### src/common/fcs_pkg.sv
// Shared constants and carrier types for the configuration sequencer
package fcs_pkg;
    localparam int unsigned CLK_MHZ = 100;
    localparam int unsigned CLK_PERIOD_NS = 10;
    // Reset low pulse needed to restart loading, ns (least: round up)
    localparam int unsigned RESET_PULSE_NS = 320;
    localparam int unsigned RESET_PULSE_CYC =
        (RESET_PULSE_NS + CLK_PERIOD_NS - 1) / CLK_PERIOD_NS;
    // Post-done interval before user mode, us (least: round up)
    localparam int unsigned USER_MIN_US = 12;
    localparam int unsigned USER_MIN_CYC = USER_MIN_US * CLK_MHZ;
    // Wait from reset release to first data in every mode, ns
    localparam int unsigned DATA_WAIT_NS = 1200;
    localparam int unsigned DATA_WAIT_CYC =
        (DATA_WAIT_NS + CLK_PERIOD_NS - 1) / CLK_PERIOD_NS;
    // Active clock: 100 MHz / 4 = 25 MHz (14..26), / 8 = 12.5 MHz (7..13)
    localparam int unsigned QUARTER_HALF_CYC = 2;
    localparam int unsigned SLOW_HALF_CYC = 4;
    // Bits per image before done; chain master length figure
    localparam int unsigned CHAIN_BITS = 1344;
    localparam int unsigned CNT_W = 16;
    localparam logic [3:0] IR_ENTER_USER = 4'h7;
    localparam int unsigned IR_W = 4;

    typedef enum logic [1:0] {
        FCS_MODE_ACTIVE,
        FCS_MODE_PASSIVE,
        FCS_MODE_JTAG
    } fcs_mode_t;

    // Static strap settings of the loader
    typedef struct packed {
        fcs_mode_t mode;
        logic quarter_rate_divider;
        logic [3:0] bus_width;
    } fcs_cfg_t;

    // Status seen by the outside world
    typedef struct packed {
        logic config_done_flag;
        logic user_mode;
        logic loading;
    } fcs_stat_t;
endpackage : fcs_pkg

### src/logic/fcs_clk_div.sv
// Active-mode configuration clock divider and rise enable
`timescale 1ns/1ps
`default_nettype none
module fcs_clk_div (
    // Clock and reset
    input wire logic i_core_clk,
    input wire logic i_rst,
    // Control
    input wire logic i_run,
    input wire logic i_quarter_rate_divider,
    // Divided clock and its rise enable
    output logic o_config_clock,
    output logic o_rise
);
    logic [2:0] cnt_r;
    logic clk_r;
    logic rise_r;
    wire [2:0] half_w = i_quarter_rate_divider ?
        3'(fcs_pkg::QUARTER_HALF_CYC - 1) : 3'(fcs_pkg::SLOW_HALF_CYC - 1);
    wire wrap_w = (cnt_r >= half_w);

    always_ff @(posedge i_core_clk or posedge i_rst) begin
        if (i_rst) begin
            cnt_r <= 3'h0;
            clk_r <= 1'b0;
            rise_r <= 1'b0;
        end else if (!i_run) begin
            cnt_r <= 3'h0;
            clk_r <= 1'b0;
            rise_r <= 1'b0;
        end else begin
            cnt_r <= wrap_w ? 3'h0 : cnt_r + 3'h1;
            clk_r <= wrap_w ? ~clk_r : clk_r;
            rise_r <= wrap_w & ~clk_r;
        end
    end
    assign o_config_clock = clk_r;
    assign o_rise = rise_r;
endmodule // fcs_clk_div
`default_nettype wire

### src/logic/fcs_sequencer.sv
// Configuration sequencer: reset trigger, loading, done and user entry
`timescale 1ns/1ps
`default_nettype none
module fcs_sequencer (
    // Clock and reset
    input wire logic i_core_clk,
    input wire logic i_rst,
    // Straps
    input wire fcs_pkg::fcs_cfg_t i_cfg,
    // Configuration pins
    input wire logic i_config_reset_n,
    input wire logic i_config_clock,
    input wire logic [7:0] i_config_data,
    output logic o_config_clock,
    output logic o_config_clock_oe,
    // Test access pins
    input wire logic i_tck,
    input wire logic i_tms,
    input wire logic i_tdi,
    output logic o_tdo,
    output logic o_tdo_oe,
    // Status
    output fcs_pkg::fcs_stat_t o_stat,
    output logic o_user_reset
);
    typedef enum logic [2:0] {
        ST_RESET, ST_WAIT, ST_LOAD, ST_DONE, ST_USER
    } fcs_state_t;

    // Two-flop synchronisers for all pins
    logic [11:0] s1_r;
    logic [11:0] s2_r;
    always_ff @(posedge i_core_clk or posedge i_rst) begin
        if (i_rst) begin
            s1_r <= 12'h000;
            s2_r <= 12'h000;
        end else begin
            s1_r <= {i_config_reset_n, i_config_clock, i_tck, i_tms,
                     i_config_data};
            s2_r <= s1_r;
        end
    end
    wire rst_n_w = s2_r[11];
    wire pclk_w = s2_r[10];
    wire tck_w = s2_r[9];
    wire tms_w = s2_r[8];
    wire [7:0] data_w = s2_r[7:0];
    logic tdi_s1_r;
    logic tdi_r;
    always_ff @(posedge i_core_clk or posedge i_rst) begin
        if (i_rst) begin
            tdi_s1_r <= 1'b0;
            tdi_r <= 1'b0;
        end else begin
            tdi_s1_r <= i_tdi;
            tdi_r <= tdi_s1_r;
        end
    end

    // Edge history on synchronised pins
    logic pclk_d_r;
    logic tck_d_r;
    always_ff @(posedge i_core_clk or posedge i_rst) begin
        if (i_rst) begin
            pclk_d_r <= 1'b0;
            tck_d_r <= 1'b0;
        end else begin
            pclk_d_r <= pclk_w;
            tck_d_r <= tck_w;
        end
    end
    wire pclk_rise_w = pclk_w & ~pclk_d_r;
    wire tck_rise_w = tck_w & ~tck_d_r;
    wire tck_fall_w = ~tck_w & tck_d_r;

    // Reset pulse width counter; strap sampled at reset release
    logic [fcs_pkg::CNT_W-1:0] low_cnt_r;
    wire low_ok_w = (low_cnt_r >= fcs_pkg::CNT_W'(fcs_pkg::RESET_PULSE_CYC));
    always_ff @(posedge i_core_clk or posedge i_rst) begin
        if (i_rst) begin
            low_cnt_r <= '0;
        end else if (rst_n_w) begin
            low_cnt_r <= '0;
        end else if (!low_ok_w) begin
            low_cnt_r <= low_cnt_r + 1'b1;
        end
    end

    fcs_state_t state_r;
    fcs_state_t state_nxt;
    logic [fcs_pkg::CNT_W-1:0] cnt_r;
    logic [fcs_pkg::CNT_W-1:0] cnt_nxt;
    fcs_pkg::fcs_cfg_t cfg_r;

    // Effective divider: bus width 2 or 4 forces quarter rate
    logic div_fast_w;
    assign div_fast_w = cfg_r.quarter_rate_divider |
        (cfg_r.bus_width == 4'h2) | (cfg_r.bus_width == 4'h4);

    logic act_rise_w;
    logic act_clk_w;
    wire act_run_w = (state_r == ST_LOAD) &&
        (cfg_r.mode == fcs_pkg::FCS_MODE_ACTIVE);
    fcs_clk_div u_div (
        .i_core_clk(i_core_clk),
        .i_rst(i_rst),
        .i_run(act_run_w),
        .i_quarter_rate_divider(div_fast_w),
        .o_config_clock(act_clk_w),
        .o_rise(act_rise_w)
    );

    // JTAG TAP: compact state tracking, IR shift and update
    typedef enum logic [3:0] {
        T_RESET, T_IDLE, T_DRSEL, T_DRSH, T_DRUPD,
        T_IRSEL, T_IRCAP, T_IRSH, T_IREX1, T_IRUPD
    } fcs_tap_t;
    fcs_tap_t tap_r;
    fcs_tap_t tap_nxt;
    logic [fcs_pkg::IR_W-1:0] ir_sh_r;
    logic enter_user_instruction_r;
    always_comb begin
        tap_nxt = tap_r;
        case (tap_r)
            T_RESET: tap_nxt = tms_w ? T_RESET : T_IDLE;
            T_IDLE: tap_nxt = tms_w ? T_DRSEL : T_IDLE;
            T_DRSEL: tap_nxt = tms_w ? T_IRSEL : T_DRSH;
            T_DRSH: tap_nxt = tms_w ? T_DRUPD : T_DRSH;
            T_DRUPD: tap_nxt = tms_w ? T_DRSEL : T_IDLE;
            T_IRSEL: tap_nxt = tms_w ? T_RESET : T_IRCAP;
            T_IRCAP: tap_nxt = tms_w ? T_IREX1 : T_IRSH;
            T_IRSH: tap_nxt = tms_w ? T_IREX1 : T_IRSH;
            T_IREX1: tap_nxt = tms_w ? T_IRUPD : T_IRSH;
            T_IRUPD: tap_nxt = tms_w ? T_DRSEL : T_IDLE;
            default: tap_nxt = T_RESET;
        endcase
    end
    always_ff @(posedge i_core_clk or posedge i_rst) begin
        if (i_rst) begin
            tap_r <= T_RESET;
            ir_sh_r <= '0;
            enter_user_instruction_r <= 1'b0;
        end else if (tck_rise_w) begin
            tap_r <= tap_nxt;
            if (tap_r == T_IRSH) begin
                ir_sh_r <= {tdi_r, ir_sh_r[fcs_pkg::IR_W-1:1]};
            end
            if (tap_r == T_IRUPD) begin
                enter_user_instruction_r <=
                    (ir_sh_r == fcs_pkg::IR_ENTER_USER);
            end
        end
    end

    logic tdo_r;
    logic tdo_oe_r;
    always_ff @(posedge i_core_clk or posedge i_rst) begin
        if (i_rst) begin
            tdo_r <= 1'b0;
            tdo_oe_r <= 1'b0;
        end else if (tck_fall_w) begin
            tdo_r <= ir_sh_r[0];
            tdo_oe_r <= (tap_r == T_IRSH);
        end
    end

    // Data acceptance strobe per mode; bits counted by bus width
    wire take_w = (cfg_r.mode == fcs_pkg::FCS_MODE_ACTIVE) ? act_rise_w :
        (cfg_r.mode == fcs_pkg::FCS_MODE_PASSIVE) ? pclk_rise_w :
        (tck_rise_w && tap_r == T_DRSH);
    wire [3:0] width_w = (cfg_r.bus_width == 4'h0) ? 4'h1 : cfg_r.bus_width;
    wire load_end_w = (cnt_r + fcs_pkg::CNT_W'(width_w)) >=
        fcs_pkg::CNT_W'(fcs_pkg::CHAIN_BITS);
    wire jtag_w = (cfg_r.mode == fcs_pkg::FCS_MODE_JTAG);
    wire user_start_w = !jtag_w || enter_user_instruction_r;

    always_comb begin
        state_nxt = state_r;
        cnt_nxt = cnt_r;
        case (state_r)
            ST_RESET: begin
                cnt_nxt = '0;
                if (rst_n_w) begin
                    state_nxt = ST_WAIT;
                end
            end
            ST_WAIT: begin
                cnt_nxt = cnt_r + 1'b1;
                if (cnt_r >= fcs_pkg::CNT_W'(fcs_pkg::DATA_WAIT_CYC - 1)) begin
                    state_nxt = ST_LOAD;
                    cnt_nxt = '0;
                end
            end
            ST_LOAD: begin
                if (take_w) begin
                    cnt_nxt = cnt_r + fcs_pkg::CNT_W'(width_w);
                    if (load_end_w) begin
                        state_nxt = ST_DONE;
                        cnt_nxt = '0;
                    end
                end
            end
            ST_DONE: begin
                if (user_start_w) begin
                    cnt_nxt = cnt_r + 1'b1;
                end
                if (cnt_r >= fcs_pkg::CNT_W'(fcs_pkg::USER_MIN_CYC - 1)) begin
                    state_nxt = ST_USER;
                end
            end
            ST_USER: state_nxt = ST_USER;
            default: state_nxt = ST_RESET;
        endcase
        if (low_ok_w) begin
            state_nxt = ST_RESET;
            cnt_nxt = '0;
        end
    end

    always_ff @(posedge i_core_clk or posedge i_rst) begin
        if (i_rst) begin
            state_r <= ST_RESET;
            cnt_r <= '0;
            cfg_r <= '0;
        end else begin
            state_r <= state_nxt;
            cnt_r <= cnt_nxt;
            if (state_r == ST_RESET) begin
                cfg_r <= i_cfg;
            end
        end
    end

    // Outputs, all registered except o_user_reset, which is the inverse of user_r
    logic done_r;
    logic user_r;
    logic cclk_r;
    logic cclk_oe_r;
    always_ff @(posedge i_core_clk or posedge i_rst) begin
        if (i_rst) begin
            done_r <= 1'b0;
            user_r <= 1'b0;
            cclk_r <= 1'b0;
            cclk_oe_r <= 1'b0;
        end else begin
            done_r <= (state_nxt == ST_DONE) || (state_nxt == ST_USER);
            user_r <= (state_nxt == ST_USER);
            cclk_r <= act_clk_w;
            cclk_oe_r <= (cfg_r.mode == fcs_pkg::FCS_MODE_ACTIVE) &&
                (state_r != ST_RESET);
        end
    end
    logic loading_r;
    always_ff @(posedge i_core_clk or posedge i_rst) begin
        if (i_rst) begin
            loading_r <= 1'b0;
        end else begin
            loading_r <= (state_nxt == ST_LOAD);
        end
    end
    // Data bits themselves are consumed by the core loader, not here
    wire unused_w = ^data_w;

    assign o_config_clock = cclk_r;
    assign o_config_clock_oe = cclk_oe_r;
    assign o_tdo = tdo_r;
    assign o_tdo_oe = tdo_oe_r;
    assign o_stat = '{config_done_flag: done_r, user_mode: user_r,
                      loading: loading_r};
    assign o_user_reset = ~user_r;
endmodule // fcs_sequencer
`default_nettype wire
### config.mk
export PLATFORM = sky130hd
export DESIGN_NAME = fcs_sequencer
export DESIGN_NICKNAME = d
export VERILOG_FILES = /design/src/common/fcs_pkg.sv /design/src/logic/fcs_clk_div.sv /design/src/logic/fcs_sequencer.sv
export SDC_FILE = /design/constraint.sdc
export NUM_CORES = 1
export LEC_CHECK = 0
export BUFFER_PORTS_ARGS = -buffer_cell sky130_fd_sc_hd__clkbuf_2
export CAP_MARGIN = 5
export CORE_MARGIN = 3
export CORE_UTILIZATION = 28
export CTS_BUF_LIST = sky130_fd_sc_hd__clkbuf_8
export DETAILED_ROUTE_END_ITERATION = 7
export PLACE_DENSITY_LB_ADDON = 0.25
export SYNTH_ARGS = -nofsm -noshare
export SYNTH_HDL_FRONTEND = slang
export SYNTH_HIERARCHICAL = 1
export SYNTH_SLANG_ARGS = --single-unit
### constraint.sdc
create_clock -name i_core_clk -period 2.9 [get_ports i_core_clk]
set_input_delay 0.29 -clock i_core_clk [delete_from_list [all_inputs] [get_ports i_core_clk]]
set_output_delay 0.29 -clock i_core_clk [all_outputs]
set_load 0.01 [all_outputs]
After elaboration in Yosys (flattened, before gate mapping):

Index checks and enable logic that the tools add are counted.

* input bits: 22
* flip-flop bits (word level): 91
* logic and storage cells: 119
* output and inout port bits: 8

* eq/ne operators: 25
* bitwise operators: 11
* reductions and logical operators: 17
* magnitude comparators: 5
* add/subtract/negate cells: 4
* muxes and demuxes: 32

Operator list (count)
* 16-bit two-way mux: 7
* 16-bit case mux with 4 select lines: 1
* 3-bit two-way mux: 11
* 16-bit by 1-bit adder with 16-bit output (second input constant): 2
* 16-bit by 11-bit greater-or-equal comparator with 1-bit output (second input constant): 2
* 4-bit case mux with 7 select lines: 1
* 4-bit by 3-bit == test with 1-bit output (second input constant): 6
* 16-bit by 4-bit adder with 16-bit output: 1
* 16-bit by 6-bit greater-or-equal comparator with 1-bit output (second input constant): 1
* 16-bit by 7-bit greater-or-equal comparator with 1-bit output (second input constant): 1
* 3-bit case mux with 5 select lines: 1
* 3-bit by 2-bit == test with 1-bit output (second input constant): 4
* 4-bit by 2-bit == test with 1-bit output (second input constant): 3
* 4-bit two-way mux: 3
* 4-bit == test (second input constant): 2
* 4-bit logical NOT: 2
* 3-bit == test (second input constant): 2
* 1-bit two-way mux: 6
* 3-bit != test (second input constant): 2
* 1-bit inverter: 5
* 5-bit nonzero test: 1
* 1-bit bitwise AND: 4
* 4-bit by 1-bit == test with 1-bit output (second input constant): 1
* 2-bit two-way mux: 2
* 17 further kinds: 23

Depth between registers and ports, before layout:

* word-level depth: 10
* mapped depth: 13
* gate-level depth less buffers: 12

Hierarchy:

Netlist, hierarchy kept.

By module, submodules not included
* fcs_sequencer: seq. area each 1751.7 µm², area an instance 3767.4 µm², times used 1, cells each 392
* fcs_clk_div: seq. area each 125.1 µm², area an instance 224.0 µm², times used 1, cells each 18

Worst setup path before layout:

No wires, ideal clock.

* kind: register -> register
* from: reg cfg_r[1] in the netlist's numbering
* to: reg, netlist name cnt_r[4]
* data required time: 2813 ps
* cell stages (with the launch flop): 14
* setup time: 87 ps
* setup slack: -116 ps
* period minus slack after synthesis: 3016 ps
* buffers on the path: 1
* arrival: 2929 ps
* path through: dfrtp_1 > nor3_1 > or2_2 > ha_1 > fa_1 > nand3_1 > nand2_1 > o311a_1 > a21oi_1 > a21oi_2 > or3_1 > buf_2 > o21a_1 > a211oi_2

RTL lines
* start: declaration: RTL line fcs_sequencer.sv:93 `fcs_pkg::fcs_cfg_t cfg_r;`
* start signal: assignment: RTL line fcs_sequencer.sv:229 `cfg_r <= i_cfg;`

==> flow_summary.ini <==
[route]
drt-wirelength-per-cell_um = 14.9
highest-signal-layer = met4
dr.first_iter.drc_count = 180
dr.pass1.iters = 5
drt-met1-wl_um = 4470
drt_wl_total_um = 9530
vias = 3286
met2WireLength_um = 4510
viasPerCell = 5.13
drc_errors = 0
wl_met3_um = 383
postRouteAntennaNets = 0

[final_layout]
stdcell_count = 640
nFillCells = 1346
final_common_cell = dfrtp_1
diodes = 0
multi_input_area_sq_um = 2100
fin_nets = 491
drive_gt1_share_pct = 28.4
post-route-util_pct = 36.1
syn_to_final_growth_pct = 22.9
final_cell_mix = 75 x dfrtp_1, 41 x nand2_1, 39 x buf_4
seq_area_sq_um = 1880

[pwr]
peakVddDrop_mv = 0.374
power_leakage_nw = 2.17
power_density_nw_per_um2 = 647

[logic_synthesis]
ys_async_sr_fraction_pct = 100
ys_seq_area_share_pct = 47.0
avgSynthCellArea_sq_um = 9.73
synth_top_cells_by_area = dfrtp_1 47%, nand2_1 4.0%, nor2_1 3.4%
yosys.area.top_type_share_pct = 47.0
yosysTopAreaCell = dfrtp_1
synth_area_sq_um = 3990
synth-edff-count = 0
synth_flop_cell = dfrtp_1
synth_seq_cells = 75
syn_inst = 410
synth_nets = 442
ys_warn_count = 6
synthDistinctLibCells = 68

[clock_network]
cts_buffer_depth = 2
cts_sinks = 75
clock_latency_ns = 0.37
clkSlewWorstSetupHoldPaths_ns = 0.09
cts.htree.levels = 3
root_buffer = clkbuf_8
cts_tree = built
cts_buffers = 9

[timing]
hold_viol = 0
worstMarginPinSlew_ns = 0.690
drv_slew = 0
finalSetupViolations = 0
setup_slack_ns = 0.00725
fmax_ghz = 0.346
period_share_pct = 99.8
rsz0062_at_grt = yes
relSlewSlack_pct = 53.9
skew_ns = 0.0183
fin_crit_ns = 2.89

[global_route]
grt_overflow_total = 0
grt_pass1_vias = 3186
grt_use_total_pct = 12.3
antenna_found_initial = 0
grt_pass1_wl_um = 15900
grt_max_degree = 33

[place]
dp_cells = 619
gp_congestion = 0.886
dp_slack_ns = -0.105
dp_hpwl_um = 6720
port_buffers = 21

[run]
drv_cap = 0

[worst_setup_path]
crit_buf_inv = 1
crit_fanout = 7
startpoint_type = flop
r2r_slack_ns = 0.007
worstPathRequired_ns = 3.17
cp_data_arrival_time_ns = 3.16
cp_slowest_cell = dfrtp_1
setup.worst_path.class = flop to flop
slowest_delay_ns = 0.38
cp-end-kind = flop
cp_cell_sequence = nor3_2, or2_4, ha_4, fa_2, nand3_2, nand2_2, o311a_1, a21oi_2, a21oi_4, nor3_4, buf_6, a32oi_2, o31ai_2
crit_family = compound AO/OA/AOI/OAI gates

[die]
io_pins = 30
start_util_pct = 29.3
rows = 42
die_h_um = 125
die_width_um = 125
coreArea_sq_um = 13600
fp.dieArea_sq_um = 15700

[hold_path]
min_path_type = primary input to flop

[outcome]
run_status = completed
synth_stat cells (5+ instances only):
library cell   n
buf_2          6
xnor2_1        6
nand4_1        9
mux2_2        12
nand2_1       43
nor2_1        36
nor3_1        15
nor2b_1       12
and3_1         7
nand3_1       14
dfrtp_1       75
a21oi_1       12
a21o_1         5
o21ai_0       21
inv_1         14
o221ai_1       5
ha_1           9
clkbuf_1      16
metal layers:
layer	global-route usage, %	vias up
met5	0	-
met4	4.27	0
met3	2.47	12
met2	19.6	72
met1	16.7	1620
li1	-	1582
per-stage QoR:
| stage | TNS [ns] | total power [mW] | cell area, sq um | hold slack (ns) |
|---|---|---|---|---|
| CTS | -0.00628 | 3.11 | 4790 | 0.00629 |
| global placement | -0.543 | 2.17 | 4490 | 0.199 |
| finish | 0 | 3.18 | 4910 | 0.0208 |
| detailed placement | -0.614 | 2.20 | 4490 | 0.213 |
| floorplan | 0 | 1.85 | 4000 | 0.0685 |
| global route | -0.888 | 3.37 | 4910 | 0.00702 |
power by group:
group | internal [mW] | switching [mW]
Combinational | 0.479 | 0.526
Clock | 0.414 | 0.459
Sequential | 1.16 | 0.136
layout make-up:
class	count	share of cell area (%)
inverters	14	1.07
clock buffers	9	2.52
multi-input cells	294	42.8
clock inverters	7	1.68
flip-flops and latches	75	38.2
repair buffers	65	9.23
well taps	176	4.49
registers in the layout (all words and copies together), names as in the netlist, 3 cells and up:
signal and flops:
cfg_r 7, cnt_r 16, ir_sh_r 4, low_cnt_r 16, s1_r 4, s2_r 4
state_r 3, tap_r 4, u_div/cnt_r 3
logic make-up (layout without fill, tap and decap cells):
| kind of cell | Yosys count | count (layout) | share of synthesized area [%] |
|---|---|---|---|
| and+or+nand+nor | 161 | 161 | 20.5 |
| AOI/OAI and AO/OA | 96 | 96 | 17.3 |
| DFF | 75 | 75 | 47.0 |
| buffers and inverters | 41 | 95 | 4.42 |
| muxes | 15 | 15 | 4.14 |
| xor gates and xnor gates | 12 | 12 | 3.29 |
| adders and majority gates | 10 | 10 | 3.32 |
what timing repair did:
item | CTS | global route
hold buffers | 1 | 0
endpoints found under the hold margin | 5 | 0
gates resized for setup | 11 | 22
gates cloned | 0 | 0
buffers inserted | 3 | 1
setup endpoints to repair | 10 | 16
pin swaps | 7 | 22
worst paths after layout:
path | start | cells after the start | end
min in group asynchronous | i_rst | 3 | u_div/cnt_r[0]
worst min register to register | tdi_s1_r | 0 | tdi_r
worst min-delay path | i_tck | 1 | s1_r[9]
worst max-delay path | cfg_r[2] | 13 | cnt_r[10]
worst max register to register | cfg_r[2] | 13 | cnt_r[10]
max in group asynchronous | i_rst | 4 | s1_r[10]
No activity file was read; power rests on OpenSTA's default activity.
